[config.mk]
export PLATFORM = sky130hd
export DESIGN_NAME = spc_serial_port
export DESIGN_NICKNAME = d
export VERILOG_FILES = /design/src/hdl/spc_pkg.sv /design/src/hdl/spc_fifo.sv /design/src/hdl/spc_serial_port.sv
export SDC_FILE = /design/constraint.sdc
export NUM_CORES = 1
export LEC_CHECK = 0
export ABC_AREA = 1
export BUFFER_PORTS_ARGS = -buffer_cell sky130_fd_sc_hd__buf_2
export CELL_PAD_IN_SITES_DETAIL_PLACEMENT = 1
export CELL_PAD_IN_SITES_GLOBAL_PLACEMENT = 2
export CORE_AREA = 3 3 216 218
export DETAILED_ROUTE_END_ITERATION = 8
export DIE_AREA = 0 0 219 221
export PLACE_DENSITY = 0.81
export SETUP_SLACK_MARGIN = 0.02
export SLEW_MARGIN = 40
export SYNTH_ARGS = -nofsm -noshare
export SYNTH_HDL_FRONTEND = slang
export SYNTH_SLANG_ARGS = --single-unit
[constraint.sdc]
create_clock -name clk_i -period 2.1 [get_ports clk_i]
set_input_delay 0.21 -clock clk_i [delete_from_list [all_inputs] [get_ports clk_i]]
set_output_delay 0.21 -clock clk_i [all_outputs]
set_load 0.02 [all_outputs]
[src/hdl/spc_pkg.sv]
package spc_pkg;

   // register indices, byte-wide registers at consecutive addresses
   localparam logic [2:0] ADDR_TX_CTL = 3'h0;
   localparam logic [2:0] ADDR_RX_CTL = 3'h1;
   localparam logic [2:0] ADDR_TX_DATA = 3'h2;
   localparam logic [2:0] ADDR_RX_DATA = 3'h3;

   // transmit_status_control fields
   localparam int B_CLOCK_SOURCE_SELECT = 7;
   localparam int B_TX9 = 6;
   localparam int B_TRANSMIT_ENABLE_BIT = 5;
   localparam int B_SYNC = 4;
   localparam int B_BREAK_SEND_BIT = 3;
   localparam int B_HIGH_BAUD_SELECT = 2;
   localparam int B_SHIFT_EMPTY_STATUS = 1;
   localparam int B_NINTH_TRANSMIT_BIT = 0;

   // receive_status_control fields
   localparam int B_PORT_ENABLE_BIT = 7;
   localparam int B_RX9 = 6;
   localparam int B_SINGLE_RECEIVE_ENABLE = 5;
   localparam int B_CONTINUOUS_RECEIVE_ENABLE = 4;
   localparam int B_NINTH_RECEIVE_BIT = 0;

   localparam logic [7:0] TX_CTL_RESET = 8'h00;
   localparam logic [7:0] RX_CTL_RESET = 8'h00;
   localparam logic [7:0] TX_CTL_WMASK = 8'hFD;
   localparam logic [7:0] RX_CTL_WMASK = 8'hF0;
   localparam logic [7:0] READ_ZERO = 8'h00;

   // index of the last shifted bit
   localparam logic [3:0] LAST8 = 4'h7;
   localparam logic [3:0] LAST9 = 4'h8;
   localparam logic [3:0] BRK_LAST = 4'hB;

   typedef enum logic [4:0]
   {
      SPC_IDLE = 5'h01,
      SPC_START = 5'h02,
      SPC_DATA = 5'h04,
      SPC_STOP = 5'h08,
      SPC_RECV = 5'h10
   } spc_state_t;

endpackage

[src/hdl/spc_fifo.sv]
`timescale 1ns/100ps
`default_nettype none

module spc_fifo
#(
   parameter int WIDTH = 9,
   parameter int DEPTH = 32
)
(
   input wire logic clk_i,
   input wire logic reset_i,
   input wire logic clear_i,
   input wire logic in_valid_i,
   input wire logic [WIDTH-1:0] in_data_i,
   output logic in_ready_o,
   output logic out_valid_o,
   output logic [WIDTH-1:0] out_data_o,
   input wire logic out_ready_i
);

   localparam int AW = $clog2(DEPTH);
   localparam int CW = $clog2(DEPTH + 1);
   localparam logic [AW-1:0] PTR_LAST = AW'(DEPTH - 1);
   localparam logic [CW-1:0] CNT_FULL = CW'(DEPTH);

   logic [WIDTH-1:0] mem [DEPTH];
   logic [AW-1:0] wr_ptr, next_wr_ptr, rd_ptr, next_rd_ptr;
   logic [CW-1:0] count, next_count;
   logic push, pull;

   assign push = in_valid_i & in_ready_o;
   assign pull = out_valid_o & out_ready_i;
   assign out_data_o = mem[rd_ptr];

   always_comb
   begin
      next_wr_ptr = wr_ptr;
      next_rd_ptr = rd_ptr;
      next_count = count;
      if (push)
         next_wr_ptr = (wr_ptr == PTR_LAST) ? '0 : wr_ptr + 1'b1;
      if (pull)
         next_rd_ptr = (rd_ptr == PTR_LAST) ? '0 : rd_ptr + 1'b1;
      if (push & ~pull)
         next_count = count + 1'b1;
      else if (pull & ~push)
         next_count = count - 1'b1;
      if (clear_i)
      begin
         next_wr_ptr = '0;
         next_rd_ptr = '0;
         next_count = '0;
      end
   end

   always_ff @(posedge clk_i)
   begin
      if (reset_i)
      begin
         wr_ptr <= '0;
         rd_ptr <= '0;
         count <= '0;
         in_ready_o <= 1'b0;
         out_valid_o <= 1'b0;
      end
      else
      begin
         wr_ptr <= next_wr_ptr;
         rd_ptr <= next_rd_ptr;
         count <= next_count;
         in_ready_o <= ~clear_i & (next_count != CNT_FULL);
         out_valid_o <= next_count != '0;
      end
   end

   always_ff @(posedge clk_i)
   begin
      if (push)
         mem[wr_ptr] <= in_data_i;
   end

endmodule
`default_nettype wire

[src/hdl/spc_serial_port.sv]
// Behaviour
// - sync bit selects synchronous, else asynchronous
// - transmit enable switches transmitter on/off
// - sync receive enables override transmit enable
// - high-baud bit picks fast or slow async rate; sync always runs fast
// - shift-empty reads one when idle, resets one
// - nine-bit select gives nine or eight bits
// - port enable clear holds port in reset
// - single receive one character; continuous keeps clocking
`timescale 1ns/100ps
`default_nettype none

module spc_serial_port
   import spc_pkg::*;
#(
   parameter logic [15:0] DIV_HIGH = 16'h0004,
   parameter logic [15:0] DIV_LOW = 16'h0010,
   parameter int FIFO_DEPTH = 32
)
(
   input wire logic clk_i,
   input wire logic reset_i,
   input wire logic [2:0] addr_i,
   input wire logic [7:0] wdata_i,
   input wire logic wr_i,
   input wire logic rd_i,
   output logic [7:0] rdata_o,
   output logic tx_space_o,
   output logic tx_ck_o,
   output logic tx_ck_oe_o,
   input wire logic tx_ck_i,
   output logic rx_dt_o,
   output logic rx_dt_oe_o,
   input wire logic rx_dt_i
);

   logic [7:0] tx_ctl, next_tx_ctl, rx_ctl, next_rx_ctl;
   logic [7:0] rx_data, next_rx_data, next_rdata;
   logic ninth_receive_bit, next_ninth_receive_bit;
   spc_state_t state, next_state;
   logic [15:0] baud_cnt, next_baud_cnt, div;
   logic [3:0] bit_cnt, next_bit_cnt, tx_last, rx_last;
   logic [8:0] shreg, next_shreg, rx_sh, next_rx_sh;
   logic ck, next_ck, dt, next_dt, brk, next_brk, ck_prev;
   logic shift_empty_status, next_shift_empty_status;
   logic next_ck_pin, next_ck_oe, next_dt_oe;
   logic pop, brk_done, char_done;
   logic port_on, sync, master, rx_req, tx_go, baud_tick, bit_tick;
   logic fifo_valid, wr_txd;
   logic [8:0] fifo_data;

   ////////////////////////////////////////////////////////////////////////
   // mode decode

   assign port_on = rx_ctl[B_PORT_ENABLE_BIT];
   assign sync = tx_ctl[B_SYNC];
   assign master = tx_ctl[B_CLOCK_SOURCE_SELECT];
   assign rx_req = sync & (rx_ctl[B_SINGLE_RECEIVE_ENABLE] | rx_ctl[B_CONTINUOUS_RECEIVE_ENABLE]);
   assign tx_go = tx_ctl[B_TRANSMIT_ENABLE_BIT] & ~rx_req;
   // sync clocks ignore the high-baud bit
   assign div = (sync | tx_ctl[B_HIGH_BAUD_SELECT]) ? DIV_HIGH : DIV_LOW;
   assign baud_tick = baud_cnt == 16'h0000;
   // sync bits advance on the falling clock edge, own or received
   assign bit_tick = ~sync ? baud_tick :
                     master ? (baud_tick & ck) : (ck_prev & ~tx_ck_i);
   assign tx_last = brk ? BRK_LAST :
                    (tx_ctl[B_TX9] ? LAST9 : LAST8);
   assign rx_last = rx_ctl[B_RX9] ? LAST9 : LAST8;
   assign wr_txd = wr_i & (addr_i == ADDR_TX_DATA) & port_on;

   ////////////////////////////////////////////////////////////////////////
   // transmit queue, ninth bit captured with each character

   spc_fifo #(
      .WIDTH(9),
      .DEPTH(FIFO_DEPTH)
   ) u_fifo (
      .clk_i(clk_i),
      .reset_i(reset_i),
      .clear_i(~port_on),
      .in_valid_i(wr_txd),
      .in_data_i({tx_ctl[B_NINTH_TRANSMIT_BIT], wdata_i}),
      .in_ready_o(tx_space_o),
      .out_valid_o(fifo_valid),
      .out_data_o(fifo_data),
      .out_ready_i(pop)
   );

   ////////////////////////////////////////////////////////////////////////
   // shift engine

   always_comb
   begin
      next_state = state;
      next_bit_cnt = bit_cnt;
      next_shreg = shreg;
      next_rx_sh = rx_sh;
      next_ck = ck;
      next_dt = dt;
      next_brk = brk;
      pop = 1'b0;
      brk_done = 1'b0;
      char_done = 1'b0;
      next_baud_cnt = (state == SPC_IDLE || baud_tick) ?
                      div - 16'h0001 : baud_cnt - 16'h0001;
      if (sync && master && state != SPC_IDLE && baud_tick)
         next_ck = ~ck;
      unique case (state)
         SPC_IDLE:
         begin
            next_ck = 1'b0;
            next_dt = 1'b1;
            next_bit_cnt = 4'h0;
            if (rx_req)
               next_state = SPC_RECV;
            else if (~sync && tx_ctl[B_BREAK_SEND_BIT] && tx_go)
            begin
               next_brk = 1'b1;
               next_dt = 1'b0;
               next_state = SPC_START;
            end
            else if (tx_go && fifo_valid)
            begin
               pop = 1'b1;
               next_shreg = fifo_data;
               next_dt = sync ? fifo_data[0] : 1'b0;
               next_state = sync ? SPC_DATA : SPC_START;
            end
         end
         SPC_START:
         begin
            if (bit_tick)
            begin
               next_state = SPC_DATA;
               next_dt = ~brk & shreg[0];
            end
         end
         SPC_DATA:
         begin
            if (bit_tick && bit_cnt == tx_last)
            begin
               next_state = sync ? SPC_IDLE : SPC_STOP;
               next_dt = 1'b1;
            end
            else if (bit_tick)
            begin
               next_bit_cnt = bit_cnt + 4'h1;
               next_shreg = {1'b0, shreg[8:1]};
               next_dt = ~brk & shreg[1];
            end
         end
         SPC_STOP:
         begin
            if (bit_tick)
            begin
               next_state = SPC_IDLE;
               next_brk = 1'b0;
               brk_done = brk;
            end
         end
         SPC_RECV:
         begin
            // enables dropped mid character: clock stops, bits discarded
            if (~rx_req)
               next_state = SPC_IDLE;
            else if (bit_tick)
            begin
               next_rx_sh = {rx_dt_i, rx_sh[8:1]};
               if (bit_cnt == rx_last)
               begin
                  char_done = 1'b1;
                  next_bit_cnt = 4'h0;
                  if (~rx_ctl[B_CONTINUOUS_RECEIVE_ENABLE])
                     next_state = SPC_IDLE;
               end
               else
                  next_bit_cnt = bit_cnt + 4'h1;
            end
         end
         default:
            next_state = SPC_IDLE;
      endcase
      if (~port_on)
      begin
         next_state = SPC_IDLE;
         next_bit_cnt = 4'h0;
         next_brk = 1'b0;
         next_ck = 1'b0;
         next_dt = 1'b1;
         pop = 1'b0;
         brk_done = 1'b0;
         char_done = 1'b0;
      end
      next_shift_empty_status = (next_state == SPC_IDLE) || (next_state == SPC_RECV);
      next_ck_pin = sync ? next_ck : next_dt;
      next_ck_oe = port_on & (~sync | master);
      next_dt_oe = port_on & sync & (next_state == SPC_DATA);
   end

   always_ff @(posedge clk_i)
   begin
      if (reset_i)
      begin
         state <= SPC_IDLE;
         baud_cnt <= 16'h0000;
         bit_cnt <= 4'h0;
         shreg <= 9'h000;
         rx_sh <= 9'h000;
         ck <= 1'b0;
         dt <= 1'b1;
         brk <= 1'b0;
         ck_prev <= 1'b0;
         shift_empty_status <= 1'b1;
         tx_ck_o <= 1'b1;
         tx_ck_oe_o <= 1'b0;
         rx_dt_o <= 1'b1;
         rx_dt_oe_o <= 1'b0;
      end
      else
      begin
         state <= next_state;
         baud_cnt <= next_baud_cnt;
         bit_cnt <= next_bit_cnt;
         shreg <= next_shreg;
         rx_sh <= next_rx_sh;
         ck <= next_ck;
         dt <= next_dt;
         brk <= next_brk;
         ck_prev <= tx_ck_i;
         shift_empty_status <= next_shift_empty_status;
         tx_ck_o <= next_ck_pin;
         tx_ck_oe_o <= next_ck_oe;
         rx_dt_o <= next_dt;
         rx_dt_oe_o <= next_dt_oe;
      end
   end

   ////////////////////////////////////////////////////////////////////////
   // registers; a software write beats a hardware clear

   always_comb
   begin
      next_tx_ctl = tx_ctl;
      next_rx_ctl = rx_ctl;
      next_rx_data = rx_data;
      next_ninth_receive_bit = ninth_receive_bit;
      next_rdata = READ_ZERO;
      if (brk_done)
         next_tx_ctl[B_BREAK_SEND_BIT] = 1'b0;
      if (char_done)
         next_rx_ctl[B_SINGLE_RECEIVE_ENABLE] = 1'b0;
      if (wr_i && addr_i == ADDR_TX_CTL)
         next_tx_ctl = wdata_i & TX_CTL_WMASK;
      if (wr_i && addr_i == ADDR_RX_CTL)
         next_rx_ctl = wdata_i & RX_CTL_WMASK;
      if (char_done)
      begin
         next_rx_data = rx_ctl[B_RX9] ? next_rx_sh[7:0] : next_rx_sh[8:1];
         next_ninth_receive_bit = rx_ctl[B_RX9] & next_rx_sh[8];
      end
      if (rd_i)
      begin
         unique case (addr_i)
            ADDR_TX_CTL:
            begin
               next_rdata = tx_ctl;
               next_rdata[B_SHIFT_EMPTY_STATUS] = shift_empty_status;
            end
            ADDR_RX_CTL:
            begin
               next_rdata = rx_ctl;
               next_rdata[B_NINTH_RECEIVE_BIT] = ninth_receive_bit;
            end
            ADDR_RX_DATA:
               next_rdata = rx_data;
            default:
               next_rdata = READ_ZERO;
         endcase
      end
   end

   always_ff @(posedge clk_i)
   begin
      if (reset_i)
      begin
         tx_ctl <= TX_CTL_RESET;
         rx_ctl <= RX_CTL_RESET;
         rx_data <= READ_ZERO;
         ninth_receive_bit <= 1'b0;
         rdata_o <= READ_ZERO;
      end
      else
      begin
         tx_ctl <= next_tx_ctl;
         rx_ctl <= next_rx_ctl;
         rx_data <= next_rx_data;
         ninth_receive_bit <= next_ninth_receive_bit;
         rdata_o <= next_rdata;
      end
   end
endmodule
`default_nettype wire

Word-level counts from Yosys, hierarchy flattened
Memory sizes are Yosys's and may differ from the RTL's. A register that Yosys moved wholly into a read port is not among the register bits.
Index checks and enable logic that the tools add are counted.

operators by class
  add/sub/neg operators = 7
  equal/unequal tests = 26
  muxes and demuxes = 81
  bitwise logic cells = 29
  reduce and logical (&&, ||, !) cells = 24

operators by type and width
  cell                     count
  $mux W5                  16
  $mux W9                  8
  $mux W4                  10
  $mux W1                  34
  $pmux W5 S5              1
  $mux W6                  4
  $pmux W8 S3              1
  $eq A5 B5 Y1 const B     4
  $pmux W9 S2              1
  $and A1 B1 Y1            17
  $logic_not A16 Y1        1
  $mux W16                 1
  $sub A16 B1 Y16 const B  1
  $ne A2 B2 Y1 const B     7
  $pmux W4 S3              1
  $add A5 B1 Y5 const B    2
  $eq A5 B1 Y1 const B     2
  $eq A5 B3 Y1 const B     2
  $logic_and A1 B1 Y1      9
  $not A1 Y1               9
  $eq A4 B4 Y1             2
  $mux W8                  1
  $reduce_bool A2 Y1       4
  $add A6 B1 Y6 const B    1
  22 further kinds         28

word-level totals
  flip-flop bits (word level) = 97
  bits in writable memories = 288
  logic and storage cells = 193
  memories kept = 1

memory list
  memory      depth  bits a word  rd ports  clocked after memory_dff  wr ports  line            text
  u_fifo.mem  32     9            1         1                         1         spc_fifo.sv:26  logic [WIDTH-1:0] mem [DEPTH];

Logic depth before layout (Yosys ltp)
Gate-level depths: netlist (run 1).

  depth in word-level cells = 17
  mapped depth = 15
  depth with buffers taken out = 14

Hierarchy
Synthesis (run 1) repeated with hierarchy kept, for this count alone.

second synthesis, totals
  cell total of the unflattened synthesis = 1665
  area total of the unflattened synthesis = 16794.9 um2

by module, submodules not included
  module           instances  cells each  area each (um2)
  spc_fifo         1          1089        12799.8
  spc_serial_port  1          576         3995.1

Worst setup path before layout (run 1)
No wires, ideal clock.

  path kind = register to register
  from = register u_fifo.in_ready_o
  to = memory u_fifo.mem[15][0] (enable)
  library setup time = 0.387 ns
  arrival = 2.056 ns
  required time = 1.713 ns
  slack = -0.342 ns
  stages on the path, launching flop included = 10
  path buffers = 1
  clock period less this slack = 2.442 ns
  cells stage by stage = dfxtp_1 -> nand2_1 -> nor3_2 -> nand3_1 -> clkbuf_1 -> nor2_1 -> inv_2 -> nor2_1 -> inv_2 -> nor3_1

on the way
  cells in the longest elaborated chain, start to end = 3

RTL lines
  what                           line            text
  from (decl)                    spc_fifo.sv:15  output logic in_ready_o,
  from (signal assigned)         spc_fifo.sv:71  in_ready_o <= ~clear_i & (next_count != CNT_FULL);
  $and A1 B1 Y1                  spc_fifo.sv:31  assign push = in_valid_i & in_ready_o;
  $mux W1                        spc_fifo.sv:78  if (push)
  $mux W1 (implied by the code)  spc_fifo.sv:79  mem[wr_ptr] <= in_data_i;
  to (decl)                      spc_fifo.sv:26

Every way passes these cells.

Worst setup path after layout (run 1)
  from = register baud_cnt[8]
  to = register shreg[6]

on the way
  cells in the longest elaborated chain, start to end = 7
  elaborated cells on any way between the ends = 8
  those cells by class = eq/ne (2); mux (2); bitwise (1); reduce/logical (3)

RTL lines
  what                                    line                    text
  from (decl)                             spc_serial_port.sv:41   logic [15:0] baud_cnt, next_baud_cnt, div;
  from (signal assigned)                  spc_serial_port.sv:222  baud_cnt <= next_baud_cnt;
  $logic_not A16 Y1 (*)                   spc_serial_port.sv:62   assign baud_tick = baud_cnt == 16'h0000;
  $and A1 B1 Y1                           spc_serial_port.sv:65   master ? (baud_tick & ck) : (ck_prev & ~tx_ck_i);
  $mux W1                                 spc_serial_port.sv:65
  $mux W1 (*)                             spc_serial_port.sv:64   assign bit_tick = ~sync ? baud_tick :
  $logic_and A1 B1 Y1                     spc_serial_port.sv:140  if (bit_tick && bit_cnt == tx_last)
  $ne A2 B2 Y1 (no source line)           --
  $reduce_and A6 Y1 (no source line) (*)  --
  to (signal assigned)                    spc_serial_port.sv:224  shreg <= next_shreg;
  to (decl)                               spc_serial_port.sv:43   logic [8:0] shreg, next_shreg, rx_sh, next_rx_sh;

Every way passes the cells marked *; elsewhere a longest branch is shown, timed or not.
A chain may end at the register's enable or synchronous reset.

==> results of run 1 <==
[state kept, by name (all words and copies together) (netlist names), 4 cells and up, named ones only]
| name | cells |
|---|---|
| state | 5 |
| baud_cnt | 16 |
| tx_ctl | 7 |
| rdata_o | 8 |
| rx_ctl | 4 |
| rx_data | 8 |
| u_fifo.count | 6 |
| u_fifo.wr_ptr | 5 |
| shreg | 9 |
| rx_sh | 9 |
| u_fifo.rd_ptr | 5 |
| u_fifo.mem | 288 |
| bit_cnt | 4 |
[how the worst max path moves through the flow]
stage / end / slack (ns)
6_report: shreg[6]$_SDFFE_PP0P_ / 0.12
5_1_grt: rx_data[6]$_SDFFE_PP0P_ / -0.02
4_1_cts: shreg[1]$_SDFFE_PP0P_ / 0.04
3_5_place_dp: bit_cnt[1]$_SDFFE_PP0P_ / 0.02
3_3_place_gp: tx_ck_o$_SDFF_PP1_ / 0.11
2_1_floorplan: u_fifo.mem[15][0]$_DFFE_PP_ / -0.07
[per-stage QoR]
step                      hold slack [ns]  cell area, um2
after floorplan                     0.309           16700
after global placement              0.456           18200
after detailed placement            0.466           18200
after CTS                          0.0152           19800
after global routing               0.0171           19900
final                              0.0271           19900
[area by class of cell]
cell class              count  area share
multi-input cells        1053       0.264
flip-flops and latches    390       0.536
well taps                 600      0.0377
clock inverters            17     0.00872
inverters                 120      0.0228
clock buffers              65      0.0653
diodes                      1    0.000126
repair buffers            136      0.0650
[cell families (layout without fill, tap and decap cells)]
kind of cell | Yosys count | after routing
buffers and inverters | 198 | 338
DFF | 390 | 390
AOI/OAI and AO/OA | 300 | 300
xor gates and xnor gates | 15 | 15
other | 0 | 1
adders and majority gates | 12 | 12
and+or+nand+nor | 725 | 726
[power by group through the flow]
stage | clock [mW] | sequential (mW) | combinational [mW]
global placement | 0 | 8.45 | 0.284
CTS | 7.97 | 8.28 | 0.299
floorplan | 0 | 8.45 | 0.108
detailed placement | 0 | 8.45 | 0.293
finish | 7.80 | 8.28 | 0.309
global route | 8.28 | 8.28 | 0.339
[metal layers]
metal | track usage | part of all wire | up-vias
met5 | 0 | 0 | -
met4 | 0.0638 | 0.027 | 0
met3 | 0.0298 | 0.039 | 85
met2 | 0.340 | 0.49 | 240
met1 | 0.265 | 0.44 | 6291
li1 | - | - | 5916
[cell usage in the layout (no fill, tap or decap), types with 11 or more instances in the layout]
cell type / n
sky130_fd_sc_hd__inv_2: 14
sky130_fd_sc_hd__nand2_1: 264
sky130_fd_sc_hd__buf_4: 75
sky130_fd_sc_hd__o21ai_0: 133
sky130_fd_sc_hd__nor2_2: 21
sky130_fd_sc_hd__nand3_1: 137
sky130_fd_sc_hd__o22ai_1: 14
sky130_fd_sc_hd__inv_1: 102
sky130_fd_sc_hd__clkbuf_16: 47
sky130_fd_sc_hd__dfxtp_1: 99
sky130_fd_sc_hd__ha_1: 12
sky130_fd_sc_hd__a21oi_1: 59
sky130_fd_sc_hd__nor2_1: 242
sky130_fd_sc_hd__nand4_1: 13
sky130_fd_sc_hd__o221ai_1: 30
sky130_fd_sc_hd__buf_12: 23
sky130_fd_sc_hd__o21ai_1: 20
sky130_fd_sc_hd__o211ai_1: 14
sky130_fd_sc_hd__buf_2: 29
sky130_fd_sc_hd__clkbuf_1: 11
sky130_fd_sc_hd__edfxtp_1: 288
[timing repair]
| item | in CTS | in global routing |
|---|---|---|
| endpoints found under the setup margin | 2 | 30 |
| gates cloned | 0 | 2 |
| pin swaps | 0 | 8 |
| hold buffers | 3 | 0 |
| resized for setup | 1 | 26 |
| endpoints found under the hold margin | 4 | 0 |
| buffers inserted | 0 | 7 |
==> flow_summary.rst, run 1 <==
.. list-table::
   :header-rows: 1

   * - Metric
     - Value
   * - Kind of path behind the tightest hold check
     - input pin to flip-flop
   * - Post-Synthesis Net Count
     - between 1,500 and 2,000
   * - Post-Synthesis Cells
     - 1,640
   * - Int Pwr
     - 13.0 mW
   * - Net total in the final layout
     - 1,774
   * - Fraction of power spent switching nets
     - 0.206
   * - Area growth from synthesis to layout
     - 20.0%
   * - Area share of the largest cell type after synthesis
     - 0.521
   * - Number of top-level design ports
     - 30
   * - Count of buffers inserted at the top-level ports
     - 29
   * - R2r worst-path depth
     - 10
   * - Post-synthesis compound-gate area fraction
     - 0.106
   * - Gate family responsible for the most delay along the worst path
     - simple AND/OR/NAND/NOR gates
   * - Overall power
     - 16.4 mW
   * - RSZ-0062 raised after global routing
     - true
   * - Max_cap viols
     - 0
   * - Post-synthesis share of cell area spent on full adders, half adders and majority gates
     - 0.00904
   * - Number of vias per cell after detailed routing
     - ~5.3
   * - Row Count
     - 78
   * - Ratio of cells with drive above 1 in the final layout
     - 0.158
   * - Maximum frequency from static timing analysis
     - 505 MHz
   * - Nature of the critical path startpoint
     - flip-flop
   * - Register-to-Register Setup Slack
     - 0.12 ns
   * - Clock slew at the register clock pins of the worst setup and hold paths
     - 0.06 ns
   * - Pwr Density
     - 822 mW/mm2
   * - Result of the run
     - completed
   * - Share of synthesized cell area in and, or, nand and nor gates
     - 0.185
   * - Wire length of the first global-routing pass
     - roughly 76,000 um
   * - Initial antenna violation count
     - 1
   * - Final Max Tran Viols
     - 0
   * - Fraction of synthesis flops using an asynchronous set or reset pin
     - 0
   * - Share of the yosys chip area belonging to registers
     - 0.644
   * - Top cells by area, synth
     - sky130_fd_sc_hd__edfxtp_1, sky130_fd_sc_hd__dfxtp_1, sky130_fd_sc_hd__nand2_1, sky130_fd_sc_hd__nor2_1, sky130_fd_sc_hd__nand3_1
   * - Count of H-tree levels built during CTS
     - 2
   * - Source of the critical timing path
     - baud_cnt[8]$_SDFF_PP0_
   * - First-iteration detailed-routing DRC count
     - 755
   * - Max stage delay cell, worst path
     - sky130_fd_sc_hd__dfxtp_1
   * - Antenna Nets Post-Route
     - 0
   * - Most repeated cell in the gate-level netlist after synthesis
     - sky130_fd_sc_hd__edfxtp_1
   * - Fin Clk Skew
     - about 0.014 ns
   * - Max rail drop VDD
     - 487 uV
   * - Clock Sinks
     - 390
   * - Delay contributed by the slowest stage of the critical path
     - ~0.34 ns
   * - Post-place setup slack
     - ~0.021 ns
   * - Sum of overflow across all layers after global routing
     - 0
   * - Classification of the worst setup path
     - flip-flop to flip-flop
   * - Hold wc startpoint
     - wdata_i[7]
   * - Total number of cells along the worst setup path
     - 10
   * - Clock group share of total power
     - 0.476
   * - Fin worst setup slack
     - 0.118 ns
   * - Drt drc
     - 0
   * - Multiplexer fraction of the synthesized cell area
     - 0
   * - Sort of element at the end of the critical path
     - flip-flop
   * - Main combinational cell family by area after synthesis
     - simple AND/OR/NAND/NOR gates
   * - Fraction of synthesized cell area in xor and xnor cells
     - 0.00791
   * - Seq cells post-synth
     - 390
   * - Total of warnings raised by yosys
     - 0
   * - Endpoint of the worst hold-timing path
     - u_fifo.mem[10][7]$_DFFE_PP_
   * - Util after Layout
     - 0.442
   * - Placeable core region
     - 0.0451 mm2
   * - Clock period minus worst slack
     - 1.98 ns
   * - Mean instance size in the synthesized netlist
     - around 10 um2
   * - Number of distinct standard cells referenced by the synthesized netlist
     - 48
   * - Final cell count without fillers
     - 2,382
   * - Synth cell count leaders
     - sky130_fd_sc_hd__edfxtp_1, sky130_fd_sc_hd__nand2_1, sky130_fd_sc_hd__nor2_1, sky130_fd_sc_hd__nand3_1, sky130_fd_sc_hd__o21ai_0
   * - Least-Margin Pin Slew
     - 0.768 ns
   * - Total negative slack for setup checks
     - 0 ns
   * - Total global routing track utilization
     - 0.201
   * - Number of enable flip-flop cells after synthesis
     - 288
   * - Worst Hold Path Cells
     - 1
   * - Final hold viol count
     - 0
   * - Normalized max-slew margin
     - 0.488
   * - Crit path DAT
     - 2.43 ns
   * - Clock Root Buffer
     - sky130_fd_sc_hd__clkbuf_16
   * - Post-synthesis cell type with the largest combined area
     - sky130_fd_sc_hd__edfxtp_1
   * - Vias in the first global route
     - 13,200
   * - Clock Path Buffers
     - 3
   * - Maximum number of pins on one net before global-route repair
     - 73
   * - Main flop type after synthesis
     - sky130_fd_sc_hd__edfxtp_1
   * - Area of the die
     - 0.0484 mm2
   * - CP Buf/Inv Count
     - 0
   * - Die span in x
     - between 200 and 250 um
   * - Clock tree from TritonCTS
     - done
   * - Psw
     - 3.37 mW
   * - Insertion delay to the later sink of the worst-skew pair
     - between 0.5 and 0.6 ns
   * - Detailed placement HPWL
     - 31,600 um
   * - Worst Path Max Fanout
     - 10
   * - DR WL/cell
     - 20.7 um
   * - Starting utilization of the core area
     - 0.368
   * - Startpoint of the worst-slack reg-to-reg timing path
     - baud_cnt[8]$_SDFF_PP0_
   * - Synthesized area
     - 0.0166 mm2
   * - Req. time, crit path
     - 2.54 ns
   * - Wire length after detailed routing
     - ~49,000 um
   * - Overall via count from detail_route
     - 12,500
   * - Count of filler cells inserted in the layout
     - roughly 5,000
   * - Leakage power summed over all cells
     - 7.34 nW
   * - Finish-stage setup viols
     - 0
   * - TritonRoute pass-1 iters
     - 5
   * - Period utilization
     - 0.944
   * - Combinational share of power
     - 0.019
   * - Die height
     - 221 um
   * - Reg-to-reg critical path endpoint
     - shreg[6]$_SDFFE_PP0P_
   * - Global placer's final weighted congestion
     - 0.831
   * - TritonCTS Buffers
     - 44
   * - Ordered list of cells on the worst path
     - nor2_2 -> nand2_1 -> nor2_4 -> nand2_2 -> a21oi_4 -> nand2_4 -> o21ai_4 -> nand2_2 -> a21oi_1 -> a21oi_1
   * - Sequential cell area in the final layout
     - around 0.011 mm2
   * - Sequential power share
     - 0.505
   * - Cell Count Post-Placement
     - roughly 2,300
   * - Multi-input gate area in the final layout
     - 0.00526 mm2
No activity file was read; power rests on OpenSTA's default activity.
==> run 2: changes to the inputs <==
--- a/config.mk
+++ b/config.mk
@@ -12,7 +12,8 @@
 export CORE_AREA = 3 3 216 218
 export DETAILED_ROUTE_END_ITERATION = 8
 export DIE_AREA = 0 0 219 221
-export PLACE_DENSITY = 0.81
+export PLACE_DENSITY = 0.86
+export REMOVE_ABC_BUFFERS = 1
 export SETUP_SLACK_MARGIN = 0.02
 export SLEW_MARGIN = 40
 export SYNTH_ARGS = -nofsm -noshare
==> run 2 against run 1 <==
Against the previous run: clock skew increased by 0.011 ns; maximum frequency decreased by 0.33%; critical endpoint is now shreg[5]$_SDFFE_PP0P_; worst setup slack got worse by 0.0065 ns.
==> flow_summary.rst, run 2 (synthesized netlist as in run 1, its figures left out) <==
.. list-table::
   :header-rows: 1

   * - Metric
     - Value
   * - TritonCTS Buffers
     - 44 (unchanged)
   * - Commonest non-fill, non-tap cell in the layout
     - sky130_fd_sc_hd__edfxtp_1 (unchanged)
   * - Register-to-Register Setup Slack
     - 0.11 ns (was 0.12 ns)
   * - Clock tree from TritonCTS
     - done (unchanged)
   * - Starting utilization of the core area
     - 0.368 (unchanged)
   * - Number of top-level design ports
     - 30 (unchanged)
   * - Final hold viol count
     - 0 (unchanged)
   * - Register bank with the most flops
     - u_fifo.mem (unchanged)
   * - Vias in the first global route
     - 13,100 (was 13,200)
   * - Final Max Tran Viols
     - 0 (unchanged)
   * - Req. time, crit path
     - 2.61 ns (was 2.54 ns)
   * - Total number of cells along the worst setup path
     - 12 (was 10)
   * - Kind of path behind the tightest hold check
     - input pin to flip-flop (unchanged)
   * - Global placer's final weighted congestion
     - 0.811 (was 0.831)
   * - First-iteration detailed-routing DRC count
     - 1,100 (was 755)
   * - Reg-to-reg critical path endpoint
     - shreg[5]$_SDFFE_PP0P_ (was shreg[6]$_SDFFE_PP0P_)
   * - Placeable core region
     - 0.0451 mm2 (unchanged)
   * - Sequential cell area in the final layout
     - 0.0107 mm2 (about the same)
   * - Normalized max-slew margin
     - 0.481 (was 0.488)
   * - Result of the run
     - completed (unchanged)
   * - Endpoint of the worst hold-timing path
     - rdata_o[3]$_SDFF_PP0_ (was u_fifo.mem[10][7]$_DFFE_PP_)
   * - Period utilization
     - 0.947 (was 0.944)
   * - Die height
     - 221 um (unchanged)
   * - Max FFs per register
     - 288 (unchanged)
   * - Delay contributed by the slowest stage of the critical path
     - 0.40 ns (was 0.34 ns)
   * - Util after Layout
     - 0.437 (was 0.442)
   * - Top library cells by usage in the layout, fill and taps aside
     - sky130_fd_sc_hd__edfxtp_1, sky130_fd_sc_hd__nand2_1, sky130_fd_sc_hd__nor2_1, sky130_fd_sc_hd__nand3_1, sky130_fd_sc_hd__o21ai_0 (unchanged)
   * - Total global routing track utilization
     - 0.199 (was 0.201)
   * - Number of vias per cell after detailed routing
     - 5.34 (was 5.26)
   * - Most frequent cell on the critical path
     - sky130_fd_sc_hd__nand2_1
   * - Wire length of the first global-routing pass
     - 75,400 um (was 75,800 um)
   * - Sort of element at the end of the critical path
     - flip-flop (unchanged)
   * - Leakage power summed over all cells
     - 7.31 nW (was 7.34 nW)
   * - Multi-input gate area in the final layout
     - 0.00520 mm2 (was 0.00526 mm2)
   * - Die span in x
     - 219 um (unchanged)
   * - Overall power
     - 16.0 mW (was 16.4 mW)
   * - Clock slew at the register clock pins of the worst setup and hold paths
     - 0.06 ns (about the same)
   * - Overall via count from detail_route
     - 12,700 (was 12,500)
   * - Gate family responsible for the most delay along the worst path
     - simple AND/OR/NAND/NOR gates (unchanged)
   * - Pwr Density
     - 812 mW/mm2 (was 822 mW/mm2)
   * - Initial antenna violation count
     - 0 (was 1)
   * - RSZ-0062 raised after global routing
     - true (unchanged)
   * - Wire length after detailed routing
     - 49,400 um (was 49,200 um)
   * - Sum of overflow across all layers after global routing
     - 0 (unchanged)
   * - Count of buffers inserted at the top-level ports
     - 29 (unchanged)
   * - Max stage delay cell, worst path
     - sky130_fd_sc_hd__dfxtp_4 (was sky130_fd_sc_hd__dfxtp_1)
   * - Net total in the final layout
     - 1,779 (was 1,774)
   * - Hold wc startpoint
     - rd_i (was wdata_i[7])
   * - Total negative slack for setup checks
     - 0 ns (unchanged)
   * - Finish-stage setup viols
     - 0 (unchanged)
   * - Insertion delay to the later sink of the worst-skew pair
     - 0.58 ns (was 0.57 ns)
   * - R2r worst-path depth
     - 12 (was 10)
   * - Clock period minus worst slack
     - 1.99 ns (was 1.98 ns)
   * - Area growth from synthesis to layout
     - 18.7% (was 20.0%)
   * - Count of filler cells inserted in the layout
     - 5,033 (was 5,010)
   * - Max rail drop VDD
     - 556 uV (was 487 uV)
   * - Antenna Nets Post-Route
     - 0 (unchanged)
   * - Row Count
     - 78 (unchanged)
   * - Drt drc
     - 0 (unchanged)
   * - Least-Margin Pin Slew
     - 0.778 ns (was 0.768 ns)
   * - Clock Sinks
     - 390 (unchanged)
   * - Area of the die
     - 0.0484 mm2 (unchanged)
   * - Total inserted antenna cells
     - 0 (was 1)
   * - TritonRoute pass-1 iters
     - 5 (unchanged)
   * - Maximum number of pins on one net before global-route repair
     - 76 (was 73)
   * - Clock Root Buffer
     - sky130_fd_sc_hd__clkbuf_16 (unchanged)
   * - Registers with the most flip-flops
     - u_fifo.mem (288), baud_cnt (16) (unchanged)
   * - Classification of the worst setup path
     - flip-flop to flip-flop (unchanged)
   * - Max_cap viols
     - 0 (unchanged)
   * - Crit path DAT
     - 2.49 ns (was 2.43 ns)
   * - Maximum frequency from static timing analysis
     - 503 MHz (was 505 MHz)
   * - Count of H-tree levels built during CTS
     - 2 (unchanged)
   * - Clock Path Buffers
     - 3 (unchanged)
   * - Fin Clk Skew
     - 0.0256 ns (was 0.0143 ns)
   * - Ratio of cells with drive above 1 in the final layout
     - 0.150 (was 0.158)
   * - DR WL/cell
     - 20.7 um (about the same)
   * - CP Buf/Inv Count
     - 2 (was 0)
   * - Worst Path Max Fanout
     - 26 (was 10)
   * - Ordered list of cells on the worst path
     - inv_8 -> buf_12 -> o21ai_0 -> o22ai_1 -> nand2_1 -> nand2_1 -> nand2_1 -> nand3_1 -> nand2_1 -> nor2_1 -> nor2_1 -> nor2_1 (was nor2_2 -> nand2_1 -> nor2_4 -> nand2_2 -> a21oi_4 -> nand2_4 -> o21ai_4 -> nand2_2 -> a21oi_1 -> a21oi_1)
   * - Worst Hold Path Cells
     - 5 (was 1)
   * - Detailed placement HPWL
     - 31,000 um (was 31,600 um)
   * - Nature of the critical path startpoint
     - flip-flop (unchanged)
run 2: worst max path at each step:
stage | endpoint
after floorplan | shreg[4]$_SDFFE_PP0P_
after global placement | shreg[5]$_SDFFE_PP0P_
after detailed placement | tx_ck_o$_SDFF_PP1_
after CTS | shreg[1]$_SDFFE_PP0P_
after global routing | shreg[7]$_SDFFE_PP0P_
final | shreg[5]$_SDFFE_PP0P_
run 2: per-stage QoR:
stage	hold slack (ns)	setup slack, ns	cell area [um2]	cells
finish	0.0393	0.112	19700	2385
CTS	0.0116	0.0531	19400	2373
detailed placement	0.463	0.0639	18000	2288
global route	0.0685	-0.0197	19700	2385
floorplan	0.279	-2.90	16300	1562
global placement	0.452	0.144	18000	2288
run 2: layout make-up:
type,count,share of cell area
Clock inverter,28,0.0106
Inverter,120,0.0232
Timing Repair Buffer,142,0.0628
Multi-Input combinational cell,1052,0.264
Tap cell,600,0.0381
Clock buffer,53,0.0591
Sequential cell,390,0.542
run 2: worst min-delay path: cells and delay by family:
kind                   cells  cell delay, ns
AND/OR/NAND/NOR            2            0.18
buffers and inverters      3            0.17
run 2: per-layer routing:
layer	up-vias	part of all wire	track usage
li1	5923	-	-
met1	6413	0.45	0.278
met2	334	0.47	0.319
met3	74	0.057	0.0380
met4	0	0.024	0.0531
met5	-	0	0
run 2: where the power goes:
group	switching [mW]	internal, mW
clock	3.20	4.23
combinational	0.233	0.0799
sequential	0.0137	8.27
total	3.45	12.6
run 2: what timing repair did:
item	in CTS	in global routing
cloned	0	4
gates resized for setup	1	37
hold buffers	4	0
hold endpoints to repair	11	0
setup buffers	0	8
setup endpoints to repair	1	27
pin swaps	0	7
==> run 3: changes to the inputs <==
--- a/config.mk
+++ b/config.mk
@@ -13,7 +13,6 @@
 export DETAILED_ROUTE_END_ITERATION = 8
 export DIE_AREA = 0 0 219 221
 export PLACE_DENSITY = 0.86
-export REMOVE_ABC_BUFFERS = 1
 export SETUP_SLACK_MARGIN = 0.02
 export SLEW_MARGIN = 40
 export SYNTH_ARGS = -nofsm -noshare
==> run 3 against run 2 <==
Against the previous run: die area unchanged; sequential power hardly changed; wire length fell by 1.5%; clock power grew 3.5%; clock skew up 0.0049 ns; worst setup slack got worse by 0.037 ns; sequential share of layout area shrank 0.94 points; via count decreased by 0.64%; hold slack gained 0.024 ns; core utilization rose by 0.85 points; largest cell class unchanged; largest power group unchanged; highest routed layer unchanged.
==> flow_summary.rst, run 3 (synthesized netlist as in run 1, its figures left out) <==
.. list-table::
   :header-rows: 1

   * - Metric
     - Value
   * - Result of the run
     - completed (unchanged)
   * - Count of filler cells inserted in the layout
     - 5,008 (was 5,033)
   * - Area growth from synthesis to layout
     - 21.1% (was 18.7%)
   * - Wire length of the first global-routing pass
     - 74,900 um (was 75,400 um)
   * - Fin Clk Skew
     - 0.0305 ns (was 0.0256 ns)
   * - Sort of element at the end of the critical path
     - flip-flop (unchanged)
   * - Number of top-level design ports
     - 30 (unchanged)
   * - TritonRoute pass-1 iters
     - 5 (unchanged)
   * - Max FFs per register
     - 288 (unchanged)
   * - Top library cells by usage in the layout, fill and taps aside
     - sky130_fd_sc_hd__edfxtp_1, sky130_fd_sc_hd__nand2_1, sky130_fd_sc_hd__nor2_1, sky130_fd_sc_hd__nand3_1, sky130_fd_sc_hd__o21ai_0 (unchanged)
   * - Final Max Tran Viols
     - 0 (unchanged)
   * - Detailed placement HPWL
     - 31,000 um (about the same)
   * - Ratio of cells with drive above 1 in the final layout
     - 0.178 (was 0.150)
   * - Count of buffers inserted at the top-level ports
     - 29 (unchanged)
   * - Placeable core region
     - 0.0451 mm2 (unchanged)
   * - Crit path DAT
     - 2.48 ns (was 2.49 ns)
   * - Least-Margin Pin Slew
     - 0.715 ns (was 0.778 ns)
   * - Multi-input gate area in the final layout
     - 0.00534 mm2 (was 0.00520 mm2)
   * - Net total in the final layout
     - 1,782 (was 1,779)
   * - Row Count
     - 78 (unchanged)
   * - Clock Root Buffer
     - sky130_fd_sc_hd__clkbuf_16 (unchanged)
   * - Drt drc
     - 0 (unchanged)
   * - Clock tree from TritonCTS
     - done (unchanged)
   * - Initial antenna violation count
     - 0 (unchanged)
   * - Final hold viol count
     - 0 (unchanged)
   * - Util after Layout
     - 0.446 (was 0.437)
   * - Number of vias per cell after detailed routing
     - 5.30 (was 5.34)
   * - Leakage power summed over all cells
     - 7.39 nW (was 7.31 nW)
   * - Area of the die
     - 0.0484 mm2 (unchanged)
   * - Insertion delay to the later sink of the worst-skew pair
     - 0.58 ns (about the same)
   * - Overall via count from detail_route
     - 12,700 (about the same)
   * - Count of H-tree levels built during CTS
     - 2 (unchanged)
   * - Register bank with the most flops
     - u_fifo.mem (unchanged)
   * - Max stage delay cell, worst path
     - sky130_fd_sc_hd__dfxtp_4 (unchanged)
   * - Total global routing track utilization
     - 0.198 (was 0.199)
   * - Gate family responsible for the most delay along the worst path
     - simple AND/OR/NAND/NOR gates (unchanged)
   * - Maximum frequency from static timing analysis
     - 494 MHz (was 503 MHz)
   * - Sum of overflow across all layers after global routing
     - 0 (unchanged)
   * - Max_cap viols
     - 0 (unchanged)
   * - Clock slew at the register clock pins of the worst setup and hold paths
     - 0.06 ns (about the same)
   * - Total inserted antenna cells
     - 0 (unchanged)
   * - Die height
     - 221 um (unchanged)
   * - Req. time, crit path
     - 2.55 ns (was 2.61 ns)
   * - Global placer's final weighted congestion
     - 0.812 (was 0.811)
   * - Max rail drop VDD
     - 497 uV (was 556 uV)
   * - Finish-stage setup viols
     - 0 (unchanged)
   * - First-iteration detailed-routing DRC count
     - 924 (was 1,100)
   * - Wire length after detailed routing
     - 48,700 um (was 49,400 um)
   * - Classification of the worst setup path
     - flip-flop to flip-flop (unchanged)
   * - Kind of path behind the tightest hold check
     - input pin to flip-flop (unchanged)
   * - Maximum number of pins on one net before global-route repair
     - 77 (was 76)
   * - Pwr Density
     - 810 mW/mm2 (was 812 mW/mm2)
   * - Clock Sinks
     - 390 (unchanged)
   * - Worst Path Max Fanout
     - 7 (was 26)
   * - TritonCTS Buffers
     - 43 (was 44)
   * - Commonest non-fill, non-tap cell in the layout
     - sky130_fd_sc_hd__edfxtp_1 (unchanged)
   * - Delay contributed by the slowest stage of the critical path
     - 0.36 ns (was 0.40 ns)
   * - CP Buf/Inv Count
     - 3 (was 2)
   * - Registers with the most flip-flops
     - u_fifo.mem (288), baud_cnt (16) (unchanged)
   * - Fin worst setup slack
     - 0.0746 ns (was 0.112 ns)
   * - RSZ-0062 raised after global routing
     - true (unchanged)
   * - Sequential cell area in the final layout
     - 0.0107 mm2 (about the same)
   * - Antenna Nets Post-Route
     - 0 (unchanged)
   * - Die span in x
     - 219 um (unchanged)
   * - Ordered list of cells on the worst path
     - nor2_4 -> nand2_2 -> nor2_4 -> nand2_4 -> a21oi_4 -> nand2_4 -> buf_8 -> nor3_4 -> buf_6 -> nand2_2 -> o21ai_2 -> inv_1 (was inv_8 -> buf_12 -> o21ai_0 -> o22ai_1 -> nand2_1 -> nand2_1 -> nand2_1 -> nand3_1 -> nand2_1 -> nor2_1 -> nor2_1 -> nor2_1)
   * - Clock period minus worst slack
     - 2.03 ns (was 1.99 ns)
   * - Post-place setup slack
     - -0.0219 ns (was 0.0639 ns)
   * - DR WL/cell
     - 20.4 um (was 20.7 um)
   * - Vias in the first global route
     - 13,200 (was 13,100)
   * - Clock Path Buffers
     - 3 (unchanged)
   * - Period utilization
     - 0.964 (was 0.947)
   * - Starting utilization of the core area
     - 0.368 (unchanged)
   * - Normalized max-slew margin
     - 0.523 (was 0.481)
   * - Nature of the critical path startpoint
     - flip-flop (unchanged)
-- run 3: where the power goes --
part           switching, mW  internal (mW)  total, mW
registers             0.0152           8.27       8.28
clock network           3.09           4.60       7.69
logic                  0.232         0.0974      0.330
total                   3.34           13.0       16.3
-- run 3: cell type report --
class                   count  share of cell area
flip-flops and latches    390               0.533
multi-input cells        1053               0.265
repair buffers            145              0.0701
clock buffers              58              0.0589
well taps                 600              0.0373
inverters                 120              0.0226
clock inverters            22              0.0128
-- run 3: repair_timing --
action | 4_1_cts | 5_1_grt
buffers inserted | 2 | 12
endpoints found under the hold margin | 6 | 0
hold buffers | 3 | 0
setup endpoints to repair | 2 | 40
gates cloned | 0 | 4
resized for setup | 1 | 64
pin swaps | 1 | 29
-- run 3: final timing paths --
check                            end               startpoint  depth (start not counted)  slack [ns]
max          rx_data[0]$_SDFFE_PP0P_  baud_cnt[12]$_SDFF_PP0_                         12        0.07
min reg2reg    shreg[8]$_SDFFE_PP0P_    shreg[8]$_SDFFE_PP0P_                          2        0.47
max reg2reg  rx_data[0]$_SDFFE_PP0P_  baud_cnt[12]$_SDFF_PP0_                         12        0.07
min               ck_prev$_SDFF_PP0_                  reset_i                          2        0.06
-- run 3: stage by stage --
step / setup TNS, ns / cells / total power [mW] / instance area, um2 / hold WS, ns
after floorplan: -7.53 / 1640 / 8.56 / 16700 / 0.309
after global placement: 0 / 2287 / 8.73 / 18200 / 0.451
after detailed placement: -0.0219 / 2287 / 8.74 / 18200 / 0.457
after CTS: 0 / 2372 / 16.4 / 19700 / 0.0363
after global routing: -0.144 / 2388 / 16.8 / 20100 / 0.0640
final: 0 / 2388 / 16.3 / 20100 / 0.0635
-- run 3: routing by layer --
layer  global-route usage  vias up  wire length [um]
met2                0.334      289             23900
met1                0.261     6356             20800
met3               0.0357       87              2690
li1                     -     5930                 -
met4               0.0621        0              1300
met5                    0        -                 0
